--- config.mk ---
export PLATFORM = sky130hd
export DESIGN_NAME = wos_top
export DESIGN_NICKNAME = d
export VERILOG_FILES = /design/src/design/wos_pkg.sv /design/src/design/wos_otp_if.sv /design/src/design/wos_otp_array.sv /design/src/design/wos_top.sv
export SDC_FILE = /design/constraint.sdc
export NUM_CORES = 1
export LEC_CHECK = 0
export BUFFER_PORTS_ARGS = -buffer_cell sky130_fd_sc_hd__buf_2
export CAP_MARGIN = 40
export CORE_MARGIN = 1.5
export CORE_UTILIZATION = 40
export CTS_CLUSTER_SIZE = 40
export DETAILED_ROUTE_END_ITERATION = 10
export GPL_TIMING_DRIVEN = 0
export PLACE_DENSITY = 0.59
export SLEW_MARGIN = 0
export SYNTH_ARGS = -nofsm -noshare
export SYNTH_HDL_FRONTEND = slang
export SYNTH_HIERARCHICAL = 1
export SYNTH_SLANG_ARGS = --single-unit
--- constraint.sdc ---
create_clock -name ref_clk -period 5.92 [get_ports ref_clk]
set_input_delay 0.592 -clock ref_clk [delete_from_list [all_inputs] [get_ports ref_clk]]
set_output_delay 0.592 -clock ref_clk [all_outputs]
set_load 0.03 [all_outputs]
--- src/design/wos_pkg.sv ---
package wos_pkg;
    // ==========================================================
    // Frame and field layout
    localparam int FRAME_W = 16;
    localparam int WIPER_W = 10;
    localparam int CMD_LSB = 10;
    localparam int CMD_MSB = 13;
    localparam int IDX_W = 5;
    localparam int SLOTS = 20;
    localparam logic [WIPER_W-1:0] WIPER_MID = 10'h200;

    // ==========================================================
    // Command codes
    localparam logic [3:0] CMD_NOP = 4'h0;
    localparam logic [3:0] CMD_WR_WIPER = 4'h1;
    localparam logic [3:0] CMD_RD_WIPER = 4'h2;
    localparam logic [3:0] CMD_STORE = 4'h3;
    localparam logic [3:0] CMD_RELOAD = 4'h4;
    localparam logic [3:0] CMD_RD_OTP = 4'h5;
    localparam logic [3:0] CMD_WR_CTRL = 4'h6;
    localparam logic [3:0] CMD_RD_CTRL = 4'h7;

    // ==========================================================
    // Control register bits and readback indices
    localparam int CTRL_W = 4;
    localparam int CTRL_PE = 0;
    localparam int CTRL_WWU = 1;
    localparam int CTRL_CAL = 2;
    localparam int CTRL_OK = 3;
    localparam logic [CTRL_W-1:0] CTRL_RESET = 4'h0;
    localparam logic [IDX_W-1:0] IDX_THERM_LO = 5'h14;
    localparam logic [IDX_W-1:0] IDX_THERM_HI = 5'h15;

    // ==========================================================
    // Timing
    localparam int CLK_MHZ = 200;
    localparam int PROG_TIME_US = 8000;
    localparam int STORE_TIME_US = 6000;
    localparam int PROG_CYCLES = PROG_TIME_US * CLK_MHZ;
    localparam int STORE_CYCLES = STORE_TIME_US * CLK_MHZ;
endpackage : wos_pkg

--- src/design/wos_otp_if.sv ---
`timescale 1ns/100ps
interface wos_otp_if;
    import wos_pkg::*;
    logic wr_en;
    logic [WIPER_W-1:0] wr_data;
    logic [IDX_W-1:0] rd_idx;
    logic [WIPER_W-1:0] rd_data;
    logic [WIPER_W-1:0] last_data;
    logic [IDX_W-1:0] used;
    modport ctl (output wr_en, wr_data, rd_idx, input rd_data, last_data, used);
    modport mem (input wr_en, wr_data, rd_idx, output rd_data, last_data, used);
endinterface : wos_otp_if

--- src/design/wos_otp_array.sv ---
`timescale 1ns/100ps
module wos_otp_array
    import wos_pkg::*;
#(
    parameter int SLOT_N = SLOTS
)(
    input wire logic ref_clk,
    input wire logic blank,
    wos_otp_if.mem otp
);
    // ==========================================================
    // Storage
    typedef struct packed {
        logic [IDX_W-1:0] used;
    } wos_arr_t;

    wos_arr_t r;
    wos_arr_t next_r;
    logic [WIPER_W-1:0] slot [SLOT_N];
    logic [WIPER_W-1:0] therm_lo;
    logic [WIPER_W-1:0] therm_hi;

    generate
        if (SLOT_N < 1 || SLOT_N > 2 * WIPER_W)
        begin : g_bad
            $error("SLOT_N outside what the usage words can show");
        end
    endgenerate

    // Count survives rst: only a blank-part init clears it
    always_comb
    begin
        next_r = r;
        if (otp.wr_en && r.used < IDX_W'(SLOT_N))
        begin
            next_r.used = r.used + 1'b1;
        end
    end

    always_ff @(posedge ref_clk)
    begin
        if (blank)
        begin
            r <= '0;
        end
        else
        begin
            r <= next_r;
        end
    end

    // Each slot written once, in order
    always_ff @(posedge ref_clk)
    begin
        if (otp.wr_en && r.used < IDX_W'(SLOT_N))
        begin
            slot[r.used] <= otp.wr_data;
        end
    end

    // ==========================================================
    // Readback
    generate
        for (genvar i = 0; i < WIPER_W; i++)
        begin : g_therm
            assign therm_lo[i] = (r.used > IDX_W'(i));
            assign therm_hi[i] = (r.used > IDX_W'(i + WIPER_W));
        end
    endgenerate

    always_comb
    begin
        if (otp.rd_idx < IDX_W'(SLOT_N))
        begin
            otp.rd_data = slot[otp.rd_idx];
        end
        else if (otp.rd_idx == IDX_THERM_LO)
        begin
            otp.rd_data = therm_lo;
        end
        else if (otp.rd_idx == IDX_THERM_HI)
        begin
            otp.rd_data = therm_hi;
        end
        else
        begin
            otp.rd_data = '0;
        end
    end

    assign otp.last_data = (r.used == '0) ? WIPER_MID : slot[IDX_W'(r.used - 1'b1)];
    assign otp.used = r.used;
endmodule : wos_otp_array

--- src/design/wos_top.sv ---
`timescale 1ns/100ps
// What this block does
// - Twenty write-once slots; newest restores wiper.
// - Verify each store; report in success flag.
// - Lock shifting and decoding during programming.
// - Ready pin low while programming runs.
// - Blank memory restores midscale wiper.
// - Wiper write and store locked at power-up.
// - Unlock bit clear ignores wiper writes.
// - Command 4 or reset pin reloads wiper.
// - Command 1 loads data into wiper.
// - Command 3 stores wiper into next slot.
// - Control word 0x1803 sets both unlocks.
// - Word 0x0500 loads wiper code 0x100.
// - Command 2 returns wiper next frame.
// - Command 7 returns control bits next frame.
// - Command 5 indices 0x00-0x13 read slots.
// - Indices 0x14, 0x15 give thermometer usage.
// - Sixteen-bit MSB-first frame decoded on rising select.
// - Four control bits, all reset zero.
// - Reset reloads wiper and clears control.
module wos_top
    import wos_pkg::*;
#(
    parameter int PROG_CYC = PROG_CYCLES,
    parameter int STORE_CYC = STORE_CYCLES
)(
    input wire logic ref_clk,
    input wire logic rst,
    input wire logic blank_otp,
    input wire logic sclk,
    input wire logic sync_n,
    input wire logic din,
    input wire logic reset_n,
    output logic sdo_o,
    output logic sdo_oe,
    output logic rdy,
    output logic [WIPER_W-1:0] wiper_setting_register,
    output logic otp_program_enable_bit,
    output logic wiper_write_unlock_bit,
    output logic calibration_enable_bit,
    output logic program_success_flag
);
    // ==========================================================
    // State
    localparam int TW = $clog2(PROG_CYC + 1);

    typedef enum logic {
        ST_IDLE,
        ST_PROG
    } wos_st_t;

    typedef struct packed {
        wos_st_t st;
        logic [2:0] s_sclk;
        logic [2:0] s_sync;
        logic [1:0] s_din;
        logic [2:0] s_rst;
        logic [FRAME_W-1:0] rx;
        logic [FRAME_W-1:0] tx;
        logic [FRAME_W-1:0] txsh;
        logic [3:0] cnt;
        logic got;
        logic [WIPER_W-1:0] wiper;
        logic [CTRL_W-1:0] ctrl;
        logic [TW-1:0] timer;
        logic wr_en;
        logic [WIPER_W-1:0] wr_data;
        logic rdy;
        logic sdo_oe;
        logic sdo_lo;
        logic boot;
    } wos_state_t;

    wos_state_t r;
    wos_state_t next_r;
    wos_otp_if otp ();

    logic sclk_fall;
    logic sync_fall;
    logic sync_rise;
    logic pin_rise;
    logic dec;
    logic reload;
    logic [3:0] cmd;
    logic [WIPER_W-1:0] data;
    logic can_store;

    generate
        if (STORE_CYC < 1 || STORE_CYC >= PROG_CYC - 1)
        begin : g_bad
            $error("STORE_CYC must lie inside the programming interval");
        end
    endgenerate

    wos_otp_array #(
        .SLOT_N(SLOTS)
    ) u_array (
        .ref_clk(ref_clk),
        .blank(blank_otp),
        .otp(otp.mem)
    );

    assign otp.wr_en = r.wr_en;
    assign otp.wr_data = r.wr_data;
    assign otp.rd_idx = r.rx[IDX_W-1:0];

    // ==========================================================
    // Pin edges, all from second and third sync stages
    assign sclk_fall = r.s_sclk[2] & ~r.s_sclk[1];
    assign sync_fall = r.s_sync[2] & ~r.s_sync[1];
    assign sync_rise = ~r.s_sync[2] & r.s_sync[1];
    assign pin_rise = ~r.s_rst[2] & r.s_rst[1];

    assign cmd = r.rx[CMD_MSB:CMD_LSB];
    assign data = r.rx[WIPER_W-1:0];
    // Only whole multiples of 16 bits are decoded
    assign dec = sync_rise && r.cnt == '0 && r.got && r.st == ST_IDLE;
    assign reload = (dec && cmd == CMD_RELOAD) || pin_rise || r.boot;
    assign can_store = r.ctrl[CTRL_PE] && otp.used < IDX_W'(SLOTS);

    // ==========================================================
    // Next state
    always_comb
    begin
        next_r = r;
        next_r.s_sclk = {r.s_sclk[1:0], sclk};
        next_r.s_sync = {r.s_sync[1:0], sync_n};
        next_r.s_din = {r.s_din[0], din};
        next_r.s_rst = {r.s_rst[1:0], reset_n};
        next_r.wr_en = 1'b0;
        next_r.sdo_lo = 1'b0;

        // Shifter frozen while programming
        if (!r.s_sync[1] && sclk_fall && r.st == ST_IDLE)
        begin
            next_r.rx = {r.rx[FRAME_W-2:0], r.s_din[1]};
            next_r.txsh = {r.txsh[FRAME_W-2:0], 1'b0};
            next_r.cnt = r.cnt + 1'b1;
            next_r.got = 1'b1;
        end
        if (sync_fall)
        begin
            next_r.txsh = r.tx;
            next_r.cnt = '0;
            next_r.got = 1'b0;
        end

        if (dec)
        begin
            next_r.tx = r.rx;
            unique case (cmd)
                CMD_WR_WIPER:
                begin
                    if (r.ctrl[CTRL_WWU])
                    begin
                        next_r.wiper = data;
                    end
                end
                CMD_RD_WIPER:
                begin
                    next_r.tx = {{(FRAME_W - WIPER_W){1'b0}}, r.wiper};
                end
                CMD_STORE:
                begin
                    next_r.ctrl[CTRL_OK] = 1'b0;
                    if (can_store)
                    begin
                        next_r.st = ST_PROG;
                        next_r.timer = '0;
                        next_r.wr_data = r.wiper;
                        next_r.rdy = 1'b0;
                    end
                end
                CMD_RD_OTP:
                begin
                    next_r.tx = {{(FRAME_W - WIPER_W){1'b0}}, otp.rd_data};
                end
                CMD_WR_CTRL:
                begin
                    // Success flag is hardware-owned, writes leave it
                    next_r.ctrl[CTRL_CAL:CTRL_PE] = data[CTRL_CAL:CTRL_PE];
                end
                CMD_RD_CTRL:
                begin
                    next_r.tx = {{(FRAME_W - CTRL_W){1'b0}}, r.ctrl};
                end
                default:
                begin
                end
            endcase
        end

        if (reload)
        begin
            next_r.wiper = otp.last_data;
            next_r.ctrl = CTRL_RESET;
            next_r.boot = 1'b0;
        end

        // Programming runs to the end even across a pin reset;
        // the verify result is written last so it wins over a clear
        if (r.st == ST_PROG)
        begin
            next_r.timer = r.timer + 1'b1;
            if (r.timer == TW'(STORE_CYC - 1))
            begin
                next_r.wr_en = 1'b1;
            end
            if (r.timer == TW'(PROG_CYC - 1))
            begin
                next_r.st = ST_IDLE;
                next_r.rdy = 1'b1;
                next_r.ctrl[CTRL_OK] = (otp.last_data == r.wr_data);
            end
        end

        // Open drain: pull low for a zero bit inside a frame
        next_r.sdo_oe = ~r.s_sync[1] & ~next_r.txsh[FRAME_W-1];
    end

    always_ff @(posedge ref_clk)
    begin
        if (rst)
        begin
            r <= '0;
            r.wiper <= WIPER_MID;
            r.rdy <= 1'b1;
            r.boot <= 1'b1;
            r.s_sync <= '1;
            r.s_rst <= '1;
        end
        else
        begin
            r <= next_r;
        end
    end

    // ==========================================================
    // Outputs
    assign sdo_o = r.sdo_lo;
    assign sdo_oe = r.sdo_oe;
    assign rdy = r.rdy;
    assign wiper_setting_register = r.wiper;
    assign otp_program_enable_bit = r.ctrl[CTRL_PE];
    assign wiper_write_unlock_bit = r.ctrl[CTRL_WWU];
    assign calibration_enable_bit = r.ctrl[CTRL_CAL];
    assign program_success_flag = r.ctrl[CTRL_OK];
endmodule : wos_top

# Yosys cells after proc, flatten, opt, wreduce, memory -nomap -nowiden
# Memories as Yosys holds them, arrays and structs flattened. A register that Yosys moved wholly into a read port is not among the register bits.
# Cells that the tools add are included.
# totals
register_bits,120
latchBits,0
ramBits,200
rom_bits,0
mem_count,1
# op_classes
addsub,4
n_mul,0
div,0
magnitude_cmp,22
eq_ne,12
shifts,0
mux,33
bitwise,11
n_reduce_logical,27
# mem_list
memory,words,width,rd,rd_clocked_by_memory_dff,write_ports,line_no,rtl
u_array.slot,20,10,2,1,1,wos_otp_array.sv:19,logic [WIPER_W-1:0] slot [SLOT_N];
# op_table
op,n
2-to-1 mux 21 bit,4
2-to-1 mux 10 bit,6
case mux 16 bit (3 select lines),1
equality test 21 bit (second input constant),2
greater-than comparator 5 x 4 -> 1 bit (second input constant),8
2-to-1 mux 35 bit,1
2-to-1 mux 22 bit,1
adder 21 x 1 -> 21 bit (second input constant),1
greater-than comparator 5 x 3 -> 1 bit (second input constant),4
greater-than comparator 5 bit (second input constant),4
equality test 4 x 3 -> 1 bit (second input constant),4
2-to-1 mux 1 bit,16
2-to-1 mux 14 bit,1
nonzero test 2 bit,7
equality test 10 bit,1
equality test 5 bit (second input constant),2
greater-than comparator 5 x 1 -> 1 bit (second input constant),2
greater-than comparator 5 x 2 -> 1 bit (second input constant),2
less-than comparator 5 bit (second input constant),2
2-to-1 mux 5 bit,2
AND reduction 3 bit,3
equality test 4 x 2 -> 1 bit (second input constant),2
logical AND 1 bit,8
NOT 1 bit,6
12 further kinds,19

# Depth between registers and ports, before layout
# Gate-level depths: netlist (run 1).
# logic_depth
depth_word,11
depth_mapped,16

# Hierarchy
# The synthesis (run 1) kept the hierarchy.
# by_module_without_submodules
mod,instances,cells_each,area_each_um2,seq_area_each_um2
wos_otp_array,1,596,10123.5,6105.9
wos_top,1,599,5146.2,2282.2

# Worst setup path before layout (run 1)
# Ideal clock, no wire load.
# synth_timing
path_type,register to register
from,"reg u_array.r, in the netlist u_array/otp.used[0]"
to,"reg r, in the netlist program_success_flag"
setup_ps,72
arrival_time_ps,3224
t_required_ps,5848
slack_ps,2625
path_stages_with_launch,16
path_buffers,5
period_less_slack_ps,3295
path_cell_list,dfxtp_1 -> buf_2 -> buf_6 -> buf_2 -> inv_1 -> ha_1 -> clkbuf_1 -> clkbuf_1 -> mux4_2 -> nand2_1 -> nand2_1 -> a221o_1 -> xor2_1 -> nor4_1 -> nand3_1 -> mux2i_1
# synth_via
elab_chain_cells,6
elab_cells_between_ends,7
classes_between,1 x add/sub; 1 x eq/ne; 3 x mux; 1 x reduce/logical; 1 x memory
# synth_lines
element,line_no,rtl
start: declaration,wos_otp_array.sv:17,wos_arr_t r;
start signal: assignment,wos_otp_array.sv:48,r <= next_r;
subtractor 5 x 1 -> 5 bit,wos_otp_array.sv:91,assign otp.last_data = (r.used == '0) ? WIPER_MID : slot[IDX_W'(r.used - 1'b1)];
memory read (20 x 10 bit),--,
2-to-1 mux 10 bit (*),wos_otp_array.sv:91,
named net otp.last_data[1],wos_otp_if.sv:8,logic [WIPER_W-1:0] last_data;
equality test 10 bit (*),wos_top.sv:214,next_r.ctrl[CTRL_OK] = (otp.last_data == r.wr_data);
2-to-1 mux 1 bit (*),wos_top.sv:210,if (r.timer == TW'(PROG_CYC - 1))
2-to-1 mux 1 bit (*),wos_top.sv:203,if (r.st == ST_PROG)
end signal: assignment,wos_top.sv:235,r <= next_r;
end: declaration,wos_top.sv:75,wos_state_t r;
# The timed path passes the listed nets; every way through them passes the cells marked *.
# A chain may end at the register's enable or synchronous reset.

# Final worst setup path (run 1)
# Ends and elaborated chain as after synthesis.

==> results, run 1 <==
- The run finished with clean final reports.
- In the final routed layout, each cell accounts on average for 25.0 um.
- The global routing met3 resource utilization is 0.0487.
- The root buffer cell is sky130_fd_sc_hd__clkbuf_16.
- The path category of the worst min-delay check is primary input to register.
- The power density relative to cell area is 266 mW/mm2.
- For this run, global-route usage on met2 was measured as 0.370.
- The number of port buffers is 22.
- Detailed placement finished with a half-perimeter wire length of 31.6 mm.
- The number of different library cells used by synthesis comes to 78.
- The clock latency of the later-clocked register in the worst-skew pair is 550 ps.
- At the end of routability-driven placement, the weighted congestion stood at 0.972.
- Setup repair after global routing left no endpoint under its margin.
- The final count of hold timing violations came to 0.
- The synthesized flop and latch total is 319.
- For this block, the routed nets add up to 45.1 mm of wire.
- In this run, CTS created clock tree buffers numbering 36.
- The worst-margin pin slew is 924 ps.
- Among all flip-flop cells after synthesis, the most frequent one is sky130_fd_sc_hd__edfxtp_1.
- The setup TNS after final layout is 0 ps.
- The most frequent standard cell in the layout excluding fill and tap cells is sky130_fd_sc_hd__edfxtp_1.
- In this run the cell area measured after placement is 0.0162 mm2.
- The average instance in the mapped netlist occupies 12.8 um2.
- The number of vias after detailed routing is 10752.
- The slowest stage cell on the critical path is sky130_fd_sc_hd__clkbuf_1.
- The layout has 3479 filler cells.
- The floorplan step defined a die boundary enclosing 0.0394 mm2.
- 24 I/O pins were placed.
- The final critical path time including I/O delays and setup is 4440 ps.
- The kind of capture point of the worst setup path is a register.
- Measured on the finished design, the core utilization comes to 0.460.
- The number of antenna diodes is 0.
- Clock skew on the completed layout was measured at 17.6 ps.
- After global routing, the most crowded layer is met2.
- In this run the number of H-tree levels came out at 2.
- In this run, post-CTS repair resized a total of 0 instances.
- The finished cells cover 0.0173 mm2.
- In the routed layout, each cell is associated on average with a via count of 5.97.
- The count of clock tree sinks is 319.
- From bottom edge to top edge, the die measures 198 um.
- The fraction of the yosys area taken by sequential cells is 0.549.
- The total overflow left after global routing is 0.
- Together, buffers and inverters on the worst path number 6.
- The tightest hold path in the finished design has a slack of 231 ps.
- Data arrives at the worst endpoint at 4900 ps.
- The number of max-slew violations in the final report is 0.
- Summed over all cells, the static leakage comes to 5.60 nW.
- The worst IR drop on VDD is 219 uV.
- In this run, the number of DRC markers left after iteration 0 of detailed routing was 1023.
- The number of placement rows is 71.
- The overall global routing resource usage is 0.235.
- The number of flops mapped to enable cells by yosys is 200.
- The overall power after layout is 0.00460 W.
- The fraction of layout cells with a size suffix above 1 is 0.189.
- Clock-pin slew was measured on the worst setup and hold paths at 60 ps.
- In the finished design, the share of the clock period the worst path needs comes to 0.750.
- Compared with the post-synthesis result, the final layout area differs by 13.5%.
- STA puts the critical path data required time at 6380 ps.
- The count of final setup violators is 0.
- The TritonCTS clock tree is built.
- For this run, design rule violations remaining after detail routing come to 0.
- The initial antenna violation count is 0.
- For this run, the number of Yosys warnings is 6.
- The largest single stage delay on the critical path is 610 ps.
- The number of setup buffers added after CTS is 0.
- The cell family with the largest share of critical-path delay is buffers and inverters.
- The number of max-cap violations is 0.
- The net count after synthesis is 1211.
- The first global-routing pass estimated 67.6 mm of wire.
- The initial utilization of the core area, before any placement, comes to 0.405.
- Entering global routing, the biggest net connects 23 pins.
- The first detailed-routing pass took 6 iterations.
- The normalized max-slew margin is 0.383.
- The synthesized instance count is 1195.
- The library cells used most frequently in the layout, excluding fill and tap cells, are 200 x sky130_fd_sc_hd__edfxtp_1, 143 x sky130_fd_sc_hd__nand2_1, 119 x sky130_fd_sc_hd__dfxtp_1.
- The core outline area is 0.0377 mm2.
- The number of antenna-violating nets in the routed design is 0.
- The proportion of synthesized flip-flops having asynchronous set or reset is 0.
- The routing usage on met1 is 0.328.
- No sink is reached through more buffers than the 3 on the longest clock path.
- Timing would allow up to 0.225 GHz.
- Hold repair after CTS inserted 0 buffers.
- The number of nets at the end of the flow is 1281.
- The via count of the first global-routing pass is 10365.
- In this run the cell area of the synthesized design comes to 0.0153 mm2.
- The x dimension of the die is 198 um.
- Walking the worst path, the cells encountered are buf_2, buf_6, buf_2, inv_1, ha_1, clkbuf_1, clkbuf_1, mux4_2, nand2_1, a21oi_1, a221o_1, xor2_1, nor4_1, nand3_1, mux2i_1.
- By startpoint and endpoint, the worst setup path is classified as register to register.
- The worst setup path is launched from a register.
- In this run the worst path has a maximum fanout of 10.
stage by stage:
| step | setup slack [ps] | instances |
|---|---|---|
| after global placement | 1260 | 1728 |
| final | 1480 | 1802 |
| after detailed placement | 1450 | 1738 |
| after global routing | 1190 | 1802 |
| after floorplan | 2620 | 1195 |
| after CTS | 1430 | 1802 |
metal layers:
layer / wire (um) / part of all wire
met1: 19500 / 0.43
met2: 20800 / 0.46
met3: 3530 / 0.078
met4: 1220 / 0.027
met5: 0 / 0
final cells by class:
class | instances | area (um2) | area share
sequential | 319 | 8390 | 0.484
multi-input combinational | 761 | 6300 | 0.364
clock buffer | 47 | 1020 | 0.0592
tap | 511 | 639 | 0.0369
buffer | 103 | 532 | 0.0307
timing repair buffer | 32 | 262 | 0.0151
clock inverter | 17 | 129 | 0.00744
inverter | 12 | 45.0 | 0.00260
cells in the mapped netlist, drive strengths merged, types with 7 or more instances:
master | number | area [um2]
a211oi | 20 | 150
a21oi | 84 | 420
a221o | 9 | 90.1
a22oi | 10 | 75.1
a311oi | 17 | 149
a31oi | 8 | 50.1
and2 | 19 | 119
and3 | 9 | 56.3
buf | 48 | 325
clkbuf | 55 | 206
dfxtp | 119 | 2380
edfxtp | 200 | 6010
ha | 9 | 113
inv | 11 | 41.3
mux2i | 37 | 370
mux4 | 100 | 2270
nand2 | 143 | 537
nand2b | 7 | 43.8
nand3 | 29 | 145
nand4 | 9 | 56.3
nor2 | 60 | 228
nor2b | 10 | 62.6
nor3 | 19 | 95.1
nor3b | 7 | 67.6
o21ai | 24 | 120
o221ai | 14 | 123
or2 | 10 | 62.6
or3 | 12 | 75.1
xor2 | 13 | 114
flip-flops by register name, summed over array words and instances (netlist names), 4 cells and up:
signal	flops
otp.wr_data	10
data	10
u_array/otp.used	5
u_array/slot	200
cmd	4
r	66
next_r	7
wiper_setting_register	10
logic make-up (layout without fill, tap and decap cells):
kind of cell,after synthesis,after routing,share of synthesized area
AO/OA/AOI/OAI,228,228,0.100
XOR/XNOR,18,18,0.0103
adder cells (fa/ha/maj),9,9,0.00737
buffers and inverters,115,211,0.0378
flip-flops,319,319,0.549
multiplexers,139,139,0.174
other,1,1,0.000246
AND/OR/NAND/NOR,366,366,0.120
power by group:
part	leakage, nW	total [W]	internal, W	switching (W)
sequential	2.82	0.00236	0.00235	0.0000102
clock	0.565	0.00218	0.00127	0.000910
combinational	2.22	0.0000667	0.0000220	0.0000446
total	5.60	0.00460	0.00364	0.000965
path summary, 6_finish.rpt:
check                      start                    to  slack [ps]  cells past startpoint
max          u_array/otp.used[0]  program_success_flag        1480                     15
min                       sync_n           next_r[109]         230                      2
max reg2reg  u_array/otp.used[0]  program_success_flag        1480                     15
min reg2reg          next_r[109]           next_r[110]         410                      1
No activity file was read; power rests on OpenSTA's default activity.
==> run 2: changes to the inputs <==
Clock period 5.92 ns to 4.5 ns, I/O delays scaled along.
==> run 2 against run 1 <==
Sequential power rose by 31%. Cell count unchanged. Wire length is 0.15% higher. Register-to-register slack got worse by 1200 ps. Non-clock buffer count unchanged. Largest cell class unchanged.
==> results, run 2 (synthesis results as in run 1) <==
- The maximum number of pins on one net before global-route repair is 23.
- Headroom to the max-slew limit came out at 0.367.
- The root buffer cell is sky130_fd_sc_hd__clkbuf_16.
- The highest routing layer actually used is met4.
- Data arrives at the worst endpoint at 4670 ps.
- The net switching power is 0.00127 W.
- The internal reg-to-reg setup slack is 290 ps.
- The origin of the worst min-delay path is sync_n.
- The count of clock tree sinks is 319.
- The net count of the finished layout is 1281.
- In the final routing, the length of wire on met1 measures 19.6 mm.
- The fraction of layout cells with a size suffix above 1 is 0.193.
- Once detailed placement completed, the half-perimeter wirelength came to 31.6 mm.
- The clock tree buffer depth is 3.
- The kind of capture point of the worst setup path is a register.
- The number of antenna diodes is 0.
- Dividing the detail-routed wire length by the instance count gives 25.0 um.
- The number of max-slew violations in the final report was 0.
- The power density relative to cell area is 349 mW/mm2.
- The worst hold path was traced through 2 stages.
- The worst hold path terminates at next_r[109].
- The worst register-to-register path ends at program_success_flag.
- The routed design uses 3.54 mm of met3 wire.
- In this run the standard cell core region covers 0.0377 mm2.
- The ratio of routed vias to standard cells is 5.97.
- The flow ran to the end, and the final reports show no timing, DRC or antenna violations.
- The final cycle utilization of the critical path is 0.936.
- For this run, design rule violations remaining after detail routing come to 0.
- The worst path meets setup with 288 ps of slack.
- Once detail routing completed, the nets flagged for antenna violations numbered 0.
- Measured along the x axis, the die boundary spans 198 um.
- The worst-margin pin slew is 949 ps.
- The via count of the first global-routing pass is 10365.
- In this run the worst path has a maximum fanout of 10.
- Once layout is complete, the utilization of the core stands at 0.460.
- Between clock sinks in the finished design, the worst skew comes to 16.3 ps.
- The startpoint of the lowest-slack register-to-register path is u_array/otp.used[0].
- The initial antenna violation count is 0.
- Setup violations remaining at the end of the flow were counted as 0.
- Data on the critical path is required at its endpoint by 4960 ps.
- The register ranked first by flip-flop count is u_array/slot.
- Summed over all failing endpoints, the final setup total negative slack is 0 ps.
- Measured in cells, the most critical reg-to-reg path has a length of 16.
- The number of H-tree branching levels is 2.
- At the end of routability-driven placement, the weighted congestion stood at 0.972.
- VDD sags by at most 286 uV.
- The design draws 0.00605 W.
- The total met2 wirelength after detailed routing is 20.9 mm.
- The combined area of the multi-input logic cells is 0.00630 mm2.
- The detailed-routing iteration count for the pre-antenna-repair pass is 6.
- The most frequent standard cell in the layout excluding fill and tap cells is sky130_fd_sc_hd__edfxtp_1.
- The first-pass GRT wire length is 67.6 mm.
- The starting density of the core is 0.405.
- From synthesis to final layout, the design area changed by 13.5%.
- The flip-flop count of the largest register after layout is 200.
- The total internal power is 0.00479 W.
- Setup repair after global routing left no endpoint under its margin.
- The overall global routing resource usage is 0.235.
- The clock latency of the later-clocked register in the worst-skew pair is 540 ps.
- Detailed routing inserted a total of 10756 vias.
- The final count of hold timing violations is 0.
- The count of routing violations after the opening detailed-route iteration is 1031.
- The worst setup slack after placement is 33.7 ps.
- The path category of the worst min-delay check is primary input to register.
- The library cells used most frequently in the layout, excluding fill and tap cells, are 200 x sky130_fd_sc_hd__edfxtp_1, 143 x sky130_fd_sc_hd__nand2_1, 119 x sky130_fd_sc_hd__dfxtp_1.
- The worst hold-check slack is 90.4 ps.
- The footprint of the flip-flops and latches is 0.00839 mm2.
- The number of top-level pins is 24.
- The worst setup path category is register to register.
- The TritonCTS clock tree is built.
- Of the total power, the share spent switching nets is 0.210.
- The sequential group share of total power is 0.512.
- The number of max-cap violations is 0.
- Hold repair after CTS inserted 0 buffers.
- The leakage power of the design is 5.62 nW.
- The number of placement rows is 71.
- The number of CTS-inserted buffers is 36.
- The kind of launch point of the worst setup path is a register.
- The clock network power share is 0.473.
- The relative contribution of combinational cells to total power is 0.014.
- The clock transition at the registers of the reported paths is 60 ps.
- The count of buffers added on input and output ports is 22.
- The smallest clock period supported by the final layout is computed as 4210 ps.
- The maximum clock frequency is 0.237 GHz.
- The total overflow left after global routing is 0.
- The post-detailed-routing wire length is 45.1 mm.
- In the final layout, the registers with the most flip-flops are u_array/slot (200), r (66).
- The floorplan step defined a die boundary enclosing 0.0394 mm2.
- The number of filler instances in the final layout is 3477.
- From bottom edge to top edge, the die measures 198 um.
run 2: cell types whose count changed in the layout (fill, tap and decap cells not counted):
cell                       before  now
sky130_fd_sc_hd__clkbuf_1      60   55
sky130_fd_sc_hd__clkbuf_2       0    5
run 2: per-layer routing:
metal | vias up | GRT usage
li1 | 4783 | -
met1 | 5445 | 0.328
met2 | 456 | 0.370
met3 | 72 | 0.0487
met4 | 0 | 0.0690
met5 | - | 0
run 2: timing repair:
| action | CTS | global route |
|---|---|---|
| endpoints found under the setup margin | 0 | 1 |
| resized for setup | 0 | 10 |
| buffers inserted | 0 | 0 |
run 2: power by group through the flow:
stage / clock [W] / combinational (W) / sequential (W)
finish: 0.00287 / 0.0000877 / 0.00310
global route: 0.00303 / 0.0000953 / 0.00310
CTS: 0.00292 / 0.0000884 / 0.00310
detailed placement: 0 / 0.0000881 / 0.00316
global placement: 0 / 0.0000862 / 0.00316
floorplan: 0 / 0.0000599 / 0.00316
run 2: cell type report:
type	count	share of cell area
plain buffers	103	0.0310
clock buffers	47	0.0591
clock inverters	17	0.00744
inverters	12	0.00260
multi-input cells	761	0.364
flip-flops and latches	319	0.484
well taps	511	0.0369
repair buffers	32	0.0151
run 2: stage by stage:
step           instances  instance area (um2)
2_1_floorplan       1195                15300
3_3_place_gp        1728                16000
3_5_place_dp        1738                16200
4_1_cts             1802                17300
5_1_grt             1802                17300
6_report            1802                17300
run 2: worst max-delay path, cell delays in order, from the launching register on:
cell                       delay (ps)
sky130_fd_sc_hd__dfxtp_1          350
sky130_fd_sc_hd__buf_2            190
sky130_fd_sc_hd__buf_6            220
sky130_fd_sc_hd__buf_2            380
sky130_fd_sc_hd__inv_1            180
sky130_fd_sc_hd__ha_1             310
sky130_fd_sc_hd__clkbuf_1         280
sky130_fd_sc_hd__clkbuf_2         310
sky130_fd_sc_hd__buf_6            210
sky130_fd_sc_hd__mux4_2           310
sky130_fd_sc_hd__nand2_1           80
sky130_fd_sc_hd__nand2_1          150
sky130_fd_sc_hd__a221o_1          370
sky130_fd_sc_hd__xor2_1           150
sky130_fd_sc_hd__nor4_1           320
sky130_fd_sc_hd__nand3_1          160
sky130_fd_sc_hd__mux2i_1          150
run 2: how the worst max path moves through the flow:
stage,start,endpoint,slack [ps]
detailed placement,u_array/otp.used[0],program_success_flag,30
floorplan,u_array/otp.used[0],program_success_flag,1200
global placement,u_array/otp.used[0],program_success_flag,-160
global route,u_array/otp.used[0],program_success_flag,90
finish,u_array/otp.used[0],program_success_flag,290
CTS,u_array/otp.used[0],program_success_flag,10
==> run 3: changes to the inputs <==
Settings changed: PLACE_DENSITY 0.59 to 0.6.
==> run 3 against run 2 <==
Combinational power shrank 0.6%. Global-route usage shrank 0.21 points. Wire length shrank 1.5%. Register-to-register slack is essentially flat. Highest routed layer unchanged.
==> results, run 3 (synthesis results as in run 1) <==
- The run finished with clean final reports.
- The total internal power is 0.00494 W.
- The TritonCTS clock tree is built.
- The detailed-routing iteration count for the pre-antenna-repair pass is 5.
- At the end of routability-driven placement, the weighted congestion stood at 0.951.
- The worst register-to-register path ends at program_success_flag.
- No sink is reached through more buffers than the 3 on the longest clock path.
- The clock network power share is 0.483.
- In the global route stage, overall resource usage came out at 0.233.
- Setup repair after global routing left no endpoint under its margin.
- The initial antenna violation count is 0.
- Clock tree synthesis selected as its root buffer the cell sky130_fd_sc_hd__clkbuf_16.
- The total overflow left after global routing is 0.
- The leakage power of the design is 5.65 nW.
- In this run, CTS created clock tree buffers numbering 37.
- The number of vias after detailed routing is 10802.
- The net switching power is 0.00123 W.
- Dividing the detail-routed wire length by the instance count gives 24.6 um.
- The floorplan has 71 rows.
- Fill cells in the final layout number 3424.
- The startpoint identified for the worst hold timing path is reset_n.
- Detailed placement finished with a half-perimeter wire length of 31.3 mm.
- For the worst setup path, the data required time is 4960 ps.
- The footprint of the flip-flops and latches is 0.00839 mm2.
- The critical-path maximum fanout is 10.
- The worst hold-check slack is 96.8 ps.
- The share of total power dissipated in combinational logic is 0.014.
- For this design the ratio of total power to cell area is 355 mW/mm2.
- In this run the vertical extent of the chip is 198 um.
- 24 I/O pins were placed.
- The number of instances on the worst hold path is 2.
- In this run the worst hold path is classified as primary input to register.
- After detailed routing, the number of remaining DRC violations is 0.
- The area added between synthesis and finish is 13.9%.
- Headroom to the max-slew limit came out at 0.373.
- The cell count of the worst reg-to-reg path is 16.
- In this run the post-CTS setup repair buffer count came out at 0.
- The internal reg-to-reg setup slack is 300 ps.
- The count of final setup violators is 0.
- The worst-margin pin slew is 939 ps.
- The starting density of the core is 0.405.
- The number of nets at the end of the flow is 1282.
- Across the run, the number of max-cap violations was 0.
- The via count of the first global-routing pass is 10453.
- Counting tap cells, the placed design contains a total of 1738 instances.
- The arrival time at the worst endpoint is 4650 ps.
- The post-detailed-routing wire length is 44.4 mm.
- The combined area of the multi-input logic cells is 0.00630 mm2.
- The count of clock tree sinks is 319.
- The clock tree skew after final layout is 21.5 ps.
- The final count of hold timing violations is 0.
- The clock reaches the later pin of the worst-skew pair after 540 ps.
- The final cycle utilization of the critical path is 0.933.
- The maximum clock frequency is 0.238 GHz.
- The kind of launch point of the worst setup path is a register.
- IR analysis of the VDD net gives a maximum drop of 278 uV.
- The final non-filler cell total is 1804.
- The die area is 0.0394 mm2.
- The repair_antennas step left the layout with diodes totalling 0.
- Using the TritonRoute via totals, the vias-per-cell ratio works out to 5.99.
- The first-pass GRT wire length is 67.1 mm.
- The kind of capture point of the worst setup path is a register.
- The worst path needs 4200 ps of the cycle, external delays included.
- The maximum number of pins on one net before global-route repair is 23.
- The number of port buffers is 22.
- u_array/slot holds more flip-flops than any other register.
- The floorplan step set the die width to 198 um.
- In this run the remaining antenna-violating nets after routing total 0.
- The core outline area is 0.0377 mm2.
- The switching share of power is 0.200.
- After clock tree synthesis, the clock-pin slew on the worst setup and hold paths is 60 ps.
- In the final layout, the share of cells above drive strength 1 is 0.194.
- The H-tree generated during clock tree synthesis spans 2 levels.
- The library cell used most frequently in the layout, excluding fill and tap cells, is sky130_fd_sc_hd__edfxtp_1.
- The count of routing violations after the opening detailed-route iteration is 1275.
- The flip-flop count of the largest register after layout is 200.
- The number of max-slew violations in the final report was 0.
- The critical path is of the register to register type.
- Leaving out fill and tap cells, the most frequent cells in the layout are 200 x sky130_fd_sc_hd__edfxtp_1, 143 x sky130_fd_sc_hd__nand2_1, 119 x sky130_fd_sc_hd__dfxtp_1.
- The worst hold path terminates at next_r[104].
- The sequential group share of total power is 0.503.
- The design draws 0.00617 W.
- The startpoint of the lowest-slack register-to-register path is u_array/otp.used[0].
- The largest registers in the layout are u_array/slot (200), r (66).
==> run 3: layer usage <==
metal / track usage / vias to the layer above / share of wire
met5: 0 / - / 0
met4: 0.0775 / 0 / 0.031
met3: 0.0431 / 82 / 0.079
met2: 0.368 / 480 / 0.46
met1: 0.323 / 5449 / 0.43
li1: - / 4791 / -
==> run 3: worst max-delay path, stage by stage (launching register included) <==
cell                       delay, ps
sky130_fd_sc_hd__dfxtp_1         350
sky130_fd_sc_hd__buf_2           200
sky130_fd_sc_hd__buf_6           230
sky130_fd_sc_hd__clkbuf_4        320
sky130_fd_sc_hd__inv_1           150
sky130_fd_sc_hd__ha_1            310
sky130_fd_sc_hd__clkbuf_1        290
sky130_fd_sc_hd__clkbuf_2        290
sky130_fd_sc_hd__buf_6           190
sky130_fd_sc_hd__mux4_2          310
sky130_fd_sc_hd__or2_2           280
sky130_fd_sc_hd__o211ai_1        140
sky130_fd_sc_hd__nand3_1         270
sky130_fd_sc_hd__xor2_1          210
sky130_fd_sc_hd__nor4_1          250
sky130_fd_sc_hd__nand3_1         170
sky130_fd_sc_hd__mux2i_1         150
==> run 3: worst max-delay path by stage <==
stage                                   start              endpoint  slack, ps
after floorplan           u_array/otp.used[0]  program_success_flag       1200
after global placement    u_array/otp.used[0]  program_success_flag       -150
after detailed placement  u_array/otp.used[0]  program_success_flag        -10
after CTS                 u_array/otp.used[0]  program_success_flag        130
after global routing      u_array/otp.used[0]  program_success_flag        110
final                     u_array/otp.used[0]  program_success_flag        300
==> run 3: per-stage QoR <==
step	utilization	TNS [ps]	area, um2	setup WS, ps
floorplan	-	0	15300	1200
global placement	0.425	-153	16000	-153
detailed placement	0.429	-11.3	16200	-11.3
CTS	0.462	0	17400	126
global route	0.462	0	17400	107
finish	0.462	0	17400	301
==> run 3: power groups by stage <==
stage          registers [W]  logic [W]  clock network (W)
5_1_grt              0.00310  0.0000951            0.00315
2_1_floorplan        0.00316  0.0000599                  0
4_1_cts              0.00310  0.0000873            0.00304
3_5_place_dp         0.00316  0.0000873                  0
6_report             0.00310  0.0000872            0.00298
3_3_place_gp         0.00316  0.0000861                  0
==> run 3: area by class of cell <==
| class | instances | area share |
|---|---|---|
| Buffer | 103 | 0.0311 |
| Clock buffer | 51 | 0.0609 |
| Clock inverter | 15 | 0.00928 |
| Inverter | 12 | 0.00259 |
| Multi-Input combinational cell | 761 | 0.362 |
| Sequential cell | 319 | 0.482 |
| Tap cell | 511 | 0.0367 |
| Timing Repair Buffer | 32 | 0.0149 |
==> run 3: timing repair <==
item	CTS	global route
hold buffers	0	0
cloned	0	0
setup endpoints to repair	1	1
gates resized for setup	2	7
